===== config.mk =====
export PLATFORM = sky130hd
export DESIGN_NAME = hcp_port
export DESIGN_NICKNAME = d
export VERILOG_FILES = /design/src/include/hcp_pkg.sv /design/src/logic/hcp_port.sv
export SDC_FILE = /design/constraint.sdc
export NUM_CORES = 1
export LEC_CHECK = 0
export ABC_AREA = 1
export CORE_AREA = 2 2 115 117
export DETAILED_ROUTE_END_ITERATION = 6
export DIE_AREA = 0 0 117 119
export DONT_BUFFER_PORTS = 1
export GPL_ROUTABILITY_DRIVEN = 0
export PLACE_DENSITY = 0.66
export SLEW_MARGIN = 20
export SYNTH_ARGS = -nofsm -noshare
export SYNTH_HDL_FRONTEND = slang
export SYNTH_SLANG_ARGS = --single-unit
export TNS_END_PERCENT = 20

===== constraint.sdc =====
create_clock -name clk_in -period 2.03 [get_ports clk_in]
set_input_delay 0 -clock clk_in [delete_from_list [all_inputs] [get_ports clk_in]]
set_output_delay 0 -clock clk_in [all_outputs]
set_load 0.005 [all_outputs]

===== src/include/hcp_pkg.sv =====
// constants of the host command byte port
package hcp_pkg;

  // ------------------------------------------------------------------
  // host port offsets
  // ------------------------------------------------------------------
  localparam logic [1:0] OFS_CTRL_STATUS = 2'h0;
  localparam logic [1:0] OFS_CMD_REPLY   = 2'h1;
  localparam logic [1:0] OFS_INTR        = 2'h2;

  // ------------------------------------------------------------------
  // control register bits (write)
  // ------------------------------------------------------------------
  localparam int CTL_BUS_RESET_BIT  = 4;
  localparam int CTL_INT_ACK_BIT    = 5;
  localparam int CTL_SOFT_RESET_BIT = 6;
  localparam int CTL_HARD_RESET_BIT = 7;

  // ------------------------------------------------------------------
  // status register bits (read)
  // ------------------------------------------------------------------
  localparam int ST_INVALID_BIT   = 0;
  localparam int ST_RESERVED_BIT  = 1;
  localparam int ST_RESULT_BIT    = 2;
  localparam int ST_BUSY_BIT      = 3;
  localparam int ST_READY_BIT     = 4;
  localparam int ST_INIT_REQ_BIT  = 5;
  localparam int ST_DIAG_FAIL_BIT = 6;
  localparam int ST_DIAG_ACT_BIT  = 7;

  // ------------------------------------------------------------------
  // interrupt register bits (read)
  // ------------------------------------------------------------------
  localparam int INT_CMD_COMPLETE_BIT = 2;
  localparam int INT_VALID_BIT        = 7;

  // ------------------------------------------------------------------
  // reset values and timing
  // ------------------------------------------------------------------
  localparam logic [7:0] BYTE_ZERO      = 8'h00;
  localparam logic       DIAG_ACT_RESET = 1'b1;
  localparam int         CLK_MHZ        = 100;
  localparam int         LED_HALF_MS    = 250;
  localparam int         LED_HALF_CYC   = LED_HALF_MS * CLK_MHZ * 1000;
  localparam int         FIFO_DEPTH     = 8;

endpackage


===== src/logic/hcp_port.sv =====
// host command byte port with its command fifo
`timescale 1ns/1ns

// ------------------------------------------------------------------
// ------------------------------------------------------------------

// ------------------------------------------------------------------
// fifo
// ------------------------------------------------------------------
module hcp_fifo #(
  parameter int WIDTH = 8,
  parameter int DEPTH = 8
) (
  // clock and reset
  input  wire logic             clk_in,
  input  wire logic             resetn_in,
  input  wire logic             ce_in,
  input  wire logic             flush_in,
  // fill side
  input  wire logic             in_valid_in,
  output logic                  in_ready_out,
  input  wire logic [WIDTH-1:0] in_data_in,
  // drain side
  output logic                  out_valid_out,
  input  wire logic             out_ready_in,
  output logic      [WIDTH-1:0] out_data_out
);
  localparam int AW = (DEPTH > 1) ? $clog2(DEPTH) : 1;

  logic [WIDTH-1:0] mem_reg [DEPTH];
  logic [AW-1:0]    wr_reg;
  logic [AW-1:0]    wr_next;
  logic [AW-1:0]    rd_reg;
  logic [AW-1:0]    rd_next;
  logic [AW:0]      cnt_reg;
  logic [AW:0]      cnt_next;
  logic             push;
  logic             pop;

  assign in_ready_out  = (cnt_reg != (AW+1)'(DEPTH));
  assign out_valid_out = (cnt_reg != '0);
  assign out_data_out  = mem_reg[rd_reg];

  always_comb
  begin
    push     = in_valid_in && in_ready_out;
    pop      = out_valid_out && out_ready_in;
    wr_next  = wr_reg;
    rd_next  = rd_reg;
    cnt_next = cnt_reg;
    if (push)
    begin
      wr_next = (wr_reg == AW'(DEPTH - 1)) ? '0 : wr_reg + 1'b1;
    end
    if (pop)
    begin
      rd_next = (rd_reg == AW'(DEPTH - 1)) ? '0 : rd_reg + 1'b1;
    end
    if (push && !pop)
    begin
      cnt_next = cnt_reg + 1'b1;
    end
    else if (pop && !push)
    begin
      cnt_next = cnt_reg - 1'b1;
    end
    if (flush_in)
    begin
      wr_next  = '0;
      rd_next  = '0;
      cnt_next = '0;
    end
  end

  always_ff @(posedge clk_in or negedge resetn_in)
  begin
    if (!resetn_in)
    begin
      wr_reg  <= '0;
      rd_reg  <= '0;
      cnt_reg <= '0;
    end
    else if (ce_in)
    begin
      wr_reg  <= wr_next;
      rd_reg  <= rd_next;
      cnt_reg <= cnt_next;
    end
  end

  // storage needs no reset; contents are guarded by the count
  always_ff @(posedge clk_in)
  begin
    if (ce_in && push && !flush_in)
    begin
      mem_reg[wr_reg] <= in_data_in;
    end
  end
endmodule

// ------------------------------------------------------------------
// port top
// ------------------------------------------------------------------
module hcp_port #(
  parameter int DEPTH           = hcp_pkg::FIFO_DEPTH,
  parameter int LED_HALF_CYCLES = hcp_pkg::LED_HALF_CYC
) (
  // clock and reset
  input  wire logic       clk_in,
  input  wire logic       resetn_in,
  input  wire logic       ce_in,
  // host i/o port
  input  wire logic [1:0] host_addr_in,
  input  wire logic       host_wr_in,
  input  wire logic       host_rd_in,
  input  wire logic [7:0] host_wdata_in,
  output logic      [7:0] host_rdata_out,
  output logic            host_rvalid_out,
  output logic            irq_out,
  // command bytes to the local processor
  output logic            cmd_valid_out,
  input  wire logic       cmd_ready_in,
  output logic      [7:0] cmd_data_out,
  input  wire logic       cmd_byte_done_in,
  input  wire logic       cmd_done_in,
  input  wire logic       cmd_invalid_in,
  input  wire logic       mbox_init_ok_in,
  input  wire logic       proc_ready_in,
  // reply bytes from the local processor
  input  wire logic       reply_valid_in,
  output logic            reply_ready_out,
  input  wire logic [7:0] reply_data_in,
  input  wire logic       reply_last_in,
  // self-test and resets
  input  wire logic       diag_pass_in,
  input  wire logic       diag_fail_in,
  output logic            hard_reset_out,
  output logic            soft_reset_out,
  output logic            bus_reset_out,
  output logic            led_out
);
  logic       wr_ctrl;
  logic       wr_cmd;
  logic       rd_reply;
  logic       fifo_in_ready;
  logic       hard;
  logic [7:0] status_byte;
  logic [7:0] intr_byte;

  logic       inv_reg,      inv_next;
  logic       rrdy_reg,     rrdy_next;
  logic       last_reg,     last_next;
  logic       busy_reg,     busy_next;
  logic       diag_active_flag_reg,     diag_active_flag_next;
  logic       diag_failure_flag_reg,    diag_failure_flag_next;
  logic       ireq_reg,     ireq_next;
  logic       pend_reg,     pend_next;
  logic       command_complete_cause_reg,     command_complete_cause_next;
  logic       ival_reg,     ival_next;
  logic [7:0] reply_reg,    reply_next;
  logic [7:0] rdata_reg,    rdata_next;
  logic       rvalid_reg,   rvalid_next;
  logic       hard_reg,     hard_next;
  logic       soft_reg,     soft_next;
  logic       sbus_reg,     sbus_next;
  logic [31:0] led_cnt_reg, led_cnt_next;
  logic       led_reg,      led_next;

  assign wr_cmd   = host_wr_in && (host_addr_in == hcp_pkg::OFS_CMD_REPLY);
  assign rd_reply = host_rd_in && (host_addr_in == hcp_pkg::OFS_CMD_REPLY);
  assign wr_ctrl  = host_wr_in && (host_addr_in == hcp_pkg::OFS_CTRL_STATUS);
  assign hard     = wr_ctrl && host_wdata_in[hcp_pkg::CTL_HARD_RESET_BIT];

  // a full fifo drops the host byte; busy already warned the host
  hcp_fifo #(
    .WIDTH (8),
    .DEPTH (DEPTH)
  ) u_fifo (
    .clk_in        (clk_in),
    .resetn_in     (resetn_in),
    .ce_in         (ce_in),
    .flush_in      (hard || soft_reg),
    .in_valid_in   (wr_cmd),
    .in_ready_out  (fifo_in_ready),
    .in_data_in    (host_wdata_in),
    .out_valid_out (cmd_valid_out),
    .out_ready_in  (cmd_ready_in),
    .out_data_out  (cmd_data_out)
  );

  always_comb
  begin
    status_byte = hcp_pkg::BYTE_ZERO;
    status_byte[hcp_pkg::ST_INVALID_BIT]   = inv_reg;
    status_byte[hcp_pkg::ST_RESERVED_BIT]  = 1'b0;
    status_byte[hcp_pkg::ST_RESULT_BIT]    = rrdy_reg;
    status_byte[hcp_pkg::ST_BUSY_BIT]      = busy_reg;
    status_byte[hcp_pkg::ST_READY_BIT]     = proc_ready_in && !diag_active_flag_reg
                                             && !diag_failure_flag_reg && !busy_reg;
    status_byte[hcp_pkg::ST_INIT_REQ_BIT]  = ireq_reg;
    status_byte[hcp_pkg::ST_DIAG_FAIL_BIT] = diag_failure_flag_reg;
    status_byte[hcp_pkg::ST_DIAG_ACT_BIT]  = diag_active_flag_reg;
    intr_byte = hcp_pkg::BYTE_ZERO;
    intr_byte[hcp_pkg::INT_CMD_COMPLETE_BIT] = command_complete_cause_reg;
    intr_byte[hcp_pkg::INT_VALID_BIT]        = ival_reg;
  end

  always_comb
  begin
    inv_next     = inv_reg;
    rrdy_next    = rrdy_reg;
    last_next    = last_reg;
    busy_next    = busy_reg;
    diag_active_flag_next    = diag_active_flag_reg;
    diag_failure_flag_next   = diag_failure_flag_reg;
    ireq_next    = ireq_reg;
    pend_next    = pend_reg;
    command_complete_cause_next    = command_complete_cause_reg;
    ival_next    = ival_reg;
    reply_next   = reply_reg;
    rdata_next   = rdata_reg;
    rvalid_next  = host_rd_in;
    hard_next    = hard;
    soft_next    = wr_ctrl && host_wdata_in[hcp_pkg::CTL_SOFT_RESET_BIT];
    sbus_next    = wr_ctrl && host_wdata_in[hcp_pkg::CTL_BUS_RESET_BIT];
    led_cnt_next = led_cnt_reg;
    led_next     = led_reg;

    // host read data, registered
    if (host_rd_in)
    begin
      unique case (host_addr_in)
        hcp_pkg::OFS_CTRL_STATUS: rdata_next = status_byte;
        hcp_pkg::OFS_CMD_REPLY:   rdata_next = reply_reg;
        hcp_pkg::OFS_INTR:        rdata_next = intr_byte;
        default:                  rdata_next = hcp_pkg::BYTE_ZERO;
      endcase
    end

    if (wr_ctrl && host_wdata_in[hcp_pkg::CTL_INT_ACK_BIT])
    begin
      command_complete_cause_next = 1'b0;
      ival_next = 1'b0;
      inv_next  = 1'b0;
    end

    if (rd_reply && rrdy_reg)
    begin
      rrdy_next = 1'b0;
      if (last_reg)
      begin
        pend_next = 1'b1;
      end
    end
    if (reply_valid_in && reply_ready_out)
    begin
      reply_next = reply_data_in;
      last_next  = reply_last_in;
      rrdy_next  = 1'b1;
    end

    if (cmd_byte_done_in && !cmd_valid_out)
    begin
      busy_next = 1'b0;
    end
    if (wr_cmd && fifo_in_ready)
    begin
      busy_next = 1'b1;
    end

    if (cmd_done_in)
    begin
      pend_next = 1'b1;
    end
    if (cmd_invalid_in)
    begin
      inv_next = 1'b1;
    end
    // withhold while valid or result ready
    if (pend_reg && !ival_reg && !rrdy_reg)
    begin
      // a completion in this same cycle stays queued, set wins
      pend_next = cmd_done_in;
      command_complete_cause_next = 1'b1;
      ival_next = 1'b1;
    end

    if (mbox_init_ok_in)
    begin
      ireq_next = 1'b0;
    end
    if (diag_pass_in && diag_active_flag_reg)
    begin
      diag_active_flag_next = 1'b0;
      ireq_next = 1'b1;
    end
    if (diag_fail_in && diag_active_flag_reg)
    begin
      diag_failure_flag_next = 1'b1;
    end
    if (soft_reg)
    begin
      ireq_next = !diag_failure_flag_reg;
      command_complete_cause_next = 1'b0;
      ival_next = 1'b0;
      pend_next = 1'b0;
      busy_next = 1'b0;
      rrdy_next = 1'b0;
    end

    if (diag_failure_flag_reg)
    begin
      if (led_cnt_reg >= 32'(LED_HALF_CYCLES - 1))
      begin
        led_cnt_next = '0;
        led_next     = !led_reg;
      end
      else
      begin
        led_cnt_next = led_cnt_reg + 32'h0000_0001;
      end
    end

    if (hard)
    begin
      diag_active_flag_next  = 1'b1;
      diag_failure_flag_next = 1'b0;
      ireq_next  = 1'b0;
      inv_next   = 1'b0;
      rrdy_next  = 1'b0;
      busy_next  = 1'b0;
      pend_next  = 1'b0;
      command_complete_cause_next  = 1'b0;
      ival_next  = 1'b0;
      led_cnt_next = '0;
      led_next   = 1'b0;
    end
  end

  always_ff @(posedge clk_in or negedge resetn_in)
  begin
    if (!resetn_in)
    begin
      inv_reg     <= 1'b0;
      rrdy_reg    <= 1'b0;
      last_reg    <= 1'b0;
      busy_reg    <= 1'b0;
      diag_active_flag_reg    <= hcp_pkg::DIAG_ACT_RESET;
      diag_failure_flag_reg   <= 1'b0;
      ireq_reg    <= 1'b0;
      pend_reg    <= 1'b0;
      command_complete_cause_reg    <= 1'b0;
      ival_reg    <= 1'b0;
      reply_reg   <= hcp_pkg::BYTE_ZERO;
      rdata_reg   <= hcp_pkg::BYTE_ZERO;
      rvalid_reg  <= 1'b0;
      hard_reg    <= 1'b0;
      soft_reg    <= 1'b0;
      sbus_reg    <= 1'b0;
      led_cnt_reg <= '0;
      led_reg     <= 1'b0;
    end
    else if (ce_in)
    begin
      inv_reg     <= inv_next;
      rrdy_reg    <= rrdy_next;
      last_reg    <= last_next;
      busy_reg    <= busy_next;
      diag_active_flag_reg    <= diag_active_flag_next;
      diag_failure_flag_reg   <= diag_failure_flag_next;
      ireq_reg    <= ireq_next;
      pend_reg    <= pend_next;
      command_complete_cause_reg    <= command_complete_cause_next;
      ival_reg    <= ival_next;
      reply_reg   <= reply_next;
      rdata_reg   <= rdata_next;
      rvalid_reg  <= rvalid_next;
      hard_reg    <= hard_next;
      soft_reg    <= soft_next;
      sbus_reg    <= sbus_next;
      led_cnt_reg <= led_cnt_next;
      led_reg     <= led_next;
    end
  end

  // reply slot holds one byte; hold off during self-test
  assign reply_ready_out = !rrdy_reg && !diag_active_flag_reg;
  assign host_rdata_out  = rdata_reg;
  assign host_rvalid_out = rvalid_reg;
  assign irq_out         = ival_reg;
  assign hard_reset_out  = hard_reg;
  assign soft_reset_out  = soft_reg;
  assign bus_reset_out   = sbus_reg;
  assign led_out         = led_reg;
endmodule


; ---- Word level (Yosys, flattened, before mapping)
; Memory sizes are Yosys's and may differ from the RTL's.
; Cells that the tools add are included.
[totals]
ff_bits = 72
mem_bits_rw = 64
in_bits = 33
out_inout_bits = 24
wordCells = 144
n_memories = 1
[op_classes]
n_addsub = 5
order_cmp = 1
eq_ne = 5
mux = 46
reduce_logical = 66
[memory_table]
columns = memory, words, width, rd, rd_clocked_by_memory_dff, wr, line_no
row1 = u_fifo.mem_reg, 8, 8, 1, 0, 1, hcp_port.sv:30  ; logic [WIDTH-1:0] mem_reg [DEPTH];
[ops]
columns = operator, n
row1 = 2-to-1 mux 32 bit, 3
row2 = 2-to-1 mux 1 bit, 33
row3 = adder 32 x 1 -> 32 bit (second input constant), 1
row4 = greater-or-equal comparator 32 x 25 -> 1 bit (second input constant), 1
row5 = AND reduction 2 bit, 13
row6 = logical AND 1 bit, 24
row7 = case mux 8 bit (3 select lines), 1
row8 = nonzero test 4 bit, 5
row9 = 2-to-1 mux 3 bit, 6
row10 = 2-to-1 mux 4 bit, 3
row11 = nonzero test 2 bit, 6
row12 = zero test 1 bit, 10
row13 = nonzero test 5 bit, 2
row14 = adder 3 x 1 -> 3 bit (second input constant), 2
row15 = == test 3 bit (second input constant), 2
row16 = AND reduction 3 bit, 2
row17 = nonzero test 3 bit, 2
row18 = adder 4 x 1 -> 4 bit (second input constant), 1
row19 = != test 4 bit (second input constant), 1
row20 = subtractor 4 x 1 -> 4 bit (second input constant), 1
row21 = == test 2 x 1 -> 1 bit (second input constant), 1
row22 = == test 2 bit (second input constant), 1
row23 = zero test 2 bit, 1
row24 = logical OR 1 bit, 1

; ---- Longest topological paths before layout
; Gate-level depths: netlist (run 1).
[depth]
ltp_word = 8
mapped_depth = 13
mapped_depth_nobuf = 12

; ---- Cells and area by module
; Synthesis (run 1) repeated with hierarchy kept, for this count alone.
[hier_totals]
cells_unflattened = 708
area_unflattened_um2 = 6495.0
[modules_own_cells]
columns = module, n_inst, cells_per_inst, area_per_inst_um2, seq_area_each_um2
row1 = hcp_port, 1, 420, 3253.1, 1552.7
row2 = hcp_fifo, 1, 288, 3241.9, 2172.1

; ---- Least setup slack after synthesis (run 1)
; Ideal clock, no wire load.
[synth_timing]
path_type = register -> register
start = reg u_fifo.cnt_reg[1]
end = reg u_fifo.cnt_reg[3]
arrival_ns = 1.784
path_slack_ns = 0.116
path_stages_with_launch = 12
period_less_slack_ns = 1.914
cell_sequence = dfrtp_1 nor2_1 nand3_1 nand2_1 ha_1 inv_1 ha_1 nand2_1 nor2_1 a211oi_1 and2_1 o22ai_1
[synth_between]
elab_chain_cells = 6
word_cells_on_any_way = 15
cone_classes = add/sub (2) / eq/ne (1) / mux (3) / reduce/logical (9)
[synth_lines]
columns = item, line_no
row1 = "start, declared", hcp_port.sv:35  ; logic [AW:0] cnt_reg;
row2 = "start signal, assigned", hcp_port.sv:87  ; cnt_reg <= cnt_next;
row3 = nonzero test 4 bit *, hcp_port.sv:41  ; assign out_valid_out = (cnt_reg != '0);
row4 = net cmd_valid_out, hcp_port.sv:121  ; output logic cmd_valid_out,
row5 = logical AND 1 bit *, hcp_port.sv:47  ; pop = out_valid_out && out_ready_in;
row6 = zero test 1 bit, hcp_port.sv:59  ; if (push && !pop)
row7 = logical AND 1 bit, hcp_port.sv:59
row8 = nonzero test 3 bit (no line) or 2-to-1 mux 4 bit (tied branches), -
row9 = AND reduction 2 bit (no line) or 2-to-1 mux 4 bit (tied branches), -
; Mark *: on every way through the listed nets, which the timed path passes. The rest lies on a longest branch. The select of a mux whose other input is x is not followed.
; A chain may end at the register's enable or synchronous reset.

; ---- Worst setup path in the final report (run 1)
[layout_timing]
start = reg u_fifo.cnt_reg[2]
end = reg u_fifo.cnt_reg[3]
[layout_between]
elab_chain_cells = 6
word_cells_on_any_way = 15
cone_classes = add/sub (2) / eq/ne (1) / mux (3) / reduce/logical (9)
[layout_lines]
columns = item
row1 = "parallel branches: the longest is 6 deep, another holds subtractor 4 x 1 -> 4 bit"
; Several ways; the timed one is not identified. The select of a mux whose other input is x is not followed.

==> flow_summary.toml, run 1 <==
[routing]
drc_errors = 0
viasPerCell = 5.296
via_count = 4703
postRouteAntennaNets = 0
drtIter0Drc = 379
wl_per_cell_um = 15.70
firstDrtPassIters = 7
wl_mm = 13.94

[synth]
syn_inst = 639
synth_area_per_cell_um2 = 9.706
synth_top_family_by_area = "simple AND/OR/NAND/NOR gates"
yosys.area_share.simple_pct = 21.12
synthFlopType = "dfrtp_1"
synthMuxAreaShare_pct = 0.5447
synth_compound_area_share_pct = 8.695
synth_area_um2 = 6202
synth_edf_count = 64
synth_cell_types = 44
yosysWarnings = 0
synth_fp_nets = 681
ys_seq_elements = 136
ys_async_sr_fraction_pct = 52.94
seq_area_frac_synth_pct = 60.06
synthAdderAreaFrac_pct = 1.937
synth_xor_area_share_pct = 2.259

[global_routing]
antenna_found_initial = 0
grt_first_pass_wirelength_mm = 22.78
grt_max_degree = 73
grtUsageTotal_pct = 21.31
first_global_vias = 4692
grt-ovfl-total = 0

[worst_setup_path]
crit_path_end_kind = "flip-flop"
r2r_setup_slack_ps = 10
worstSetupStartpointType = "flip-flop"
cp.arrival_ps = 2310
crit_type = "reg2reg"
worstRegToRegCells = 11
cp.required_ps = 2320
timing.rr.start = "u_fifo.cnt_reg[2]"
r2r_end = "u_fifo.cnt_reg[3]"
cp_max_fo = 3

[sta]
post-route-period-util_pct = 99.41
worst_pin_slew_ps = 499.0
fmax_ghz = 0.4956
rsz0062_at_grt = "true"
finalSetupViolCount = 0
period_needed_ps = 2018
fin_skew_ps = 8.604
hold_violations = 0
slew_headroom_pct = 66.62
maxSlewViolCount = 0

[cells_and_area]
fillers = 1062
diodes = 0
drive_above_1_share_pct = 11.24
register_area_um2 = 3725
finish.instance_area_um2 = 7571
multi_input_area_um2 = 2183
instances_no_fill = 888
nNetsFinal = 741
area_growth_pct = 22.07
largest_reg_flops = 64

[flow_run]
cap_violations = 0

[pwr]
power_density_nw_per_um2 = 1162
pwr-share-comb_pct = 22.5
p_clk_share_pct = 37.6
power_switching_mw = 2.733
p_sw_share_pct = 31.08
peakVddDrop_mv = 0.6309
power_mw = 8.795
p_int_mw = 6.062
power.static_leakage_nw = 3.159
seqPwrFrac_pct = 39.8

[cts]
cts_tree = "yes"
cts_buffers = 17
clkTransAtPathRegs_ps = 60
ctsRootBufferMaster = "clkbuf_16"
htreeDepth = 4
clkSinkCount = 136
cts.path.max_buffers = 2
clk_latency_ps = 420

[floorplan]
start_util_pct = 48.17
die_y_um = 119
rows = 42
core_area_um2 = 12870
die_x_um = 117
die-area_um2 = 13920
ios = 57

[hold_path]
min_from = "host_addr_in[1]"
min_path_cells = 5
min_path_type = "in2reg"
hold_end = "busy_reg"

[placed_design]
placed_area_um2 = 6450
numPortBuffers = 0
dpl.hpwl_mm = 8.816
dp.cells = 814

[outcome]
outcome = "complete, no violations"
## Yosys cell counts (3+ instances only)
| cell type | instances | share of area [%] |
|---|---|---|
| nand3_1 | 36 | 2.9 |
| ha_1 | 8 | 1.6 |
| o21ai_0 | 44 | 3.6 |
| dfrtp_1 | 71 | 29 |
| nor2_2 | 4 | 0.40 |
| a21oi_1 | 12 | 0.97 |
| xor2_1 | 13 | 1.8 |
| mux2_2 | 3 | 0.54 |
| o211ai_1 | 5 | 0.61 |
| edfxtp_1 | 64 | 31 |
| nor3_1 | 8 | 0.65 |
| nand4_1 | 8 | 0.81 |
| nor2_1 | 129 | 7.8 |
| buf_6 | 4 | 0.73 |
| o22ai_1 | 15 | 1.5 |
| a31oi_1 | 11 | 1.1 |
| nand2_1 | 97 | 5.9 |
| clkbuf_1 | 12 | 0.73 |
| xnor2_1 | 3 | 0.42 |
| inv_1 | 59 | 3.6 |
## repair_timing
item,4_1_cts,5_1_grt
hold endpoints to repair,187,0
setup buffers,0,0
hold buffers,42,0
resized for setup,3,6
endpoints found under the setup margin,1,14
## critical path, cell delays in order, from the launching register on
cell,delay [ps]
dfrtp_1,410
inv_1,110
nand3_1,120
nand2_1,140
ha_4,170
inv_1,90
ha_1,290
nand2_1,70
nor2_1,50
a211oi_2,180
and2_1,180
o22ai_1,80
## power by group through the flow
stage / logic [mW] / clock network [mW] / registers (mW)
2_1_floorplan: 1.35 / 0 / 3.46
3_3_place_gp: 1.69 / 0 / 3.52
3_5_place_dp: 1.78 / 0 / 3.53
4_1_cts: 1.93 / 3.36 / 3.48
5_1_grt: 2.23 / 3.50 / 3.54
6_report: 1.98 / 3.31 / 3.50
## cell families (layout without fill, tap and decap cells)
family                     after synthesis  in the layout
DFF                                    136            136
AOI/OAI and AO/OA                       95             95
xor gates and xnor gates                16             16
muxes                                    3              3
adders and majority gates                9              9
and+or+nand+nor                        300            300
buffers and inverters                   80            153
## worst max-delay path by stage
stage                           start                end  slack [ps]  cells after the start
floorplan           u_fifo.cnt_reg[1]  u_fifo.cnt_reg[3]         120                     11
global placement    u_fifo.cnt_reg[1]  u_fifo.cnt_reg[3]          90                     12
detailed placement  u_fifo.cnt_reg[1]  u_fifo.cnt_reg[3]         -80                     11
CTS                 u_fifo.cnt_reg[0]  u_fifo.cnt_reg[3]          20                     11
global route        u_fifo.cnt_reg[2]  u_fifo.cnt_reg[3]         -90                     11
finish              u_fifo.cnt_reg[2]  u_fifo.cnt_reg[3]          10                     11
## per-layer routing
layer  vias up  share of wire (%)  wire length (um)  global-route usage [%]
met1      2265                 43              5951                   27.42
met4         0                2.1               293                   8.676
li1       2276                  -                 -                       -
met3        31                4.8               672                   5.496
met5         -                  0                 0                       0
met2       131                 50              7022                   34.25
## cell usage in the layout, fill, tap and decap left out, drive strengths merged, types with 8 or more instances in the layout
cell type	n
nor2	135
dlygate4sd3	41
a21oi	12
clkbuf	17
nand4	9
dfrtp	71
nand2	101
o22ai	15
buf	18
edfxtp	64
inv	65
ha	8
xor2	13
a31oi	11
nor3	10
nand3	37
o21ai	46
## area by class of cell
cell class | count | area share, %
tap | 176 | 2.909
sequential | 136 | 49.20
timing repair buffer | 59 | 7.470
clock buffer | 17 | 5.619
inverter | 62 | 3.140
multi-input combinational | 423 | 28.84
clock inverter | 15 | 2.826
## metrics by stage
step / hold WS, ps / setup slack (ps) / util, % / TNS (ps)
floorplan: -295.6 / 116.3 / - / 0
global placement: -293.5 / 90.41 / 50.10 / 0
detailed placement: -293.7 / -75.93 / 50.10 / -75.93
CTS: 1.979 / 19.06 / 58.58 / 0
global route: 51.74 / -90.10 / 58.80 / -99.00
finish: 29.47 / 12.05 / 58.80 / 0
Note: power is estimated with default switching activity, not from simulation.
==> run 2, diff against run 1 <==
Settings changed: CTS_BUF_LIST set to sky130_fd_sc_hd__clkbuf_4.
==> flow_summary.toml, run 2 (synthesis results as in run 1) <==
[outcome]
outcome = "complete, no violations"

[routing]
postRouteAntennaNets = 0
via_count = 4776
firstDrtPassIters = 5
wl_per_cell_um = 15.65
drtIter0Drc = 453
drc_errors = 0
viasPerCell = 5.301
wl_mm = 14.10

[worst_setup_path]
startpoint = "u_fifo.cnt_reg[2]"
cp_max_fo = 3
worstSetupStartpointType = "flip-flop"
timing.rr.start = "u_fifo.cnt_reg[2]"
cp.required_ps = 2470
crit_type = "reg2reg"
cp.arrival_ps = 2460
crit_path_end_kind = "flip-flop"
worstRegToRegCells = 12

[cts]
cts_buffers = 17
cts_tree = "yes"
clkTransAtPathRegs_ps = 130
clk_latency_ps = 550
cts.path.max_buffers = 2
ctsRootBufferMaster = "clkbuf_4"
htreeDepth = 4
clkSinkCount = 136

[floorplan]
die-area_um2 = 13920
start_util_pct = 48.17
core_area_um2 = 12870
die_x_um = 117
ios = 57
rows = 42
die_y_um = 119

[sta]
worst_pin_slew_ps = 572.8
post-route-period-util_pct = 99.41
hold_violations = 0
fin_skew_ps = 17.77
period_needed_ps = 2018
maxSlewViolCount = 0
fin_setup_tns_ps = 0
finalSetupViolCount = 0
fmax_ghz = 0.4956
slew_headroom_pct = 61.81
rsz0062_at_grt = "true"

[global_routing]
grtUsageTotal_pct = 21.63
antenna_found_initial = 0
grt-ovfl-total = 0
grt_max_degree = 43
grt_first_pass_wirelength_mm = 23.27
busiest_layer = "met2"
grtUsageMet3_pct = 5.802
first_global_vias = 4842
use_met1_pct = 27.30
use_met2_pct = 35.37

[cells_and_area]
final_cell_mix = "nor2_1, nand2_1, dfrtp_1"
area_growth_pct = 20.21
final_util_pct = 57.91
diodes = 0
largest_reg_flops = 64
drive_above_1_share_pct = 12.97
finish.instance_area_um2 = 7456
layout_commonest_cell = "nor2_1"
nNetsFinal = 754
fillers = 1058

[flow_run]
cap_violations = 0

[hold_path]
min_path_type = "in2reg"
min_path_cells = 3
min_from = "reply_data_in[6]"

[pwr]
peakVddDrop_mv = 0.5380
power.static_leakage_nw = 3.112
power_density_nw_per_um2 = 1042

[placed_design]
placed_area_um2 = 6450
numPortBuffers = 0
dpl.hpwl_mm = 8.816
[run 2: layout make-up]
class / instances / area, um2 / area share, %
timing repair buffer: 72 / 710.7 / 9.532
clock inverter: 15 / 214.0 / 2.870
clock buffer: 17 / 127.6 / 1.712
inverter: 62 / 237.7 / 3.188
tap: 176 / 220.2 / 2.954
multi-input combinational: 423 / 2221 / 29.79
sequential: 136 / 3725 / 49.96
[run 2: per-layer routing]
metal | wire length [um] | vias up | share of wire (%)
met5 | 0 | - | 0
met4 | 284 | 0 | 2.0
met3 | 823 | 31 | 5.8
met2 | 7180 | 161 | 51
met1 | 5815 | 2285 | 41
li1 | - | 2299 | -
[run 2: worst max-delay path, cell delays in order, from the launching register on]
cell      delay (ps)
dfrtp_1          430
inv_1            140
nand3_2          100
nand3_2           80
inv_2             50
ha_4             170
inv_2             80
ha_1             240
nand2_1           70
nor2_1            50
a211oi_2         200
and2_1           190
o22ai_1           80
[run 2: final timing paths]
kind | end | slack [ps]
max in group asynchronous | led_cnt_reg[16] | 1070
worst min register to register | led_cnt_reg[29] | 510
worst max register to register | u_fifo.cnt_reg[3] | 10
worst max-delay path | u_fifo.cnt_reg[3] | 10
worst min-delay path | reply_reg[6] | 160
min in group asynchronous | led_cnt_reg[23] | 520
[run 2: timing repair]
| action | CTS | global route |
|---|---|---|
| endpoints found under the setup margin | 9 | 82 |
| gates resized for setup | 6 | 18 |
| pin swaps | 0 | 4 |
| buffers inserted | 0 | 2 |
| hold buffers | 54 | 0 |
| hold endpoints to repair | 201 | 0 |
[run 2: report_power, final]
group,leakage (nW),internal (mW),switching (mW)
registers,1.51,3.22,0.291
logic,1.43,0.896,1.29
clock network,0.178,1.01,1.07
total,3.11,5.12,2.65
[run 2: stage by stage]
step / worst slack, ps / cells / hold WS [ps] / total power [mW]
global route: -69.78 / 901 / 136.4 / 8.231
global placement: 90.41 / 814 / -293.5 / 5.203
CTS: -2.142 / 900 / 103.6 / 7.661
finish: 12.05 / 901 / 162.9 / 7.772
floorplan: 116.3 / 639 / -295.6 / 4.806
detailed placement: -75.93 / 814 / -293.7 / 5.308
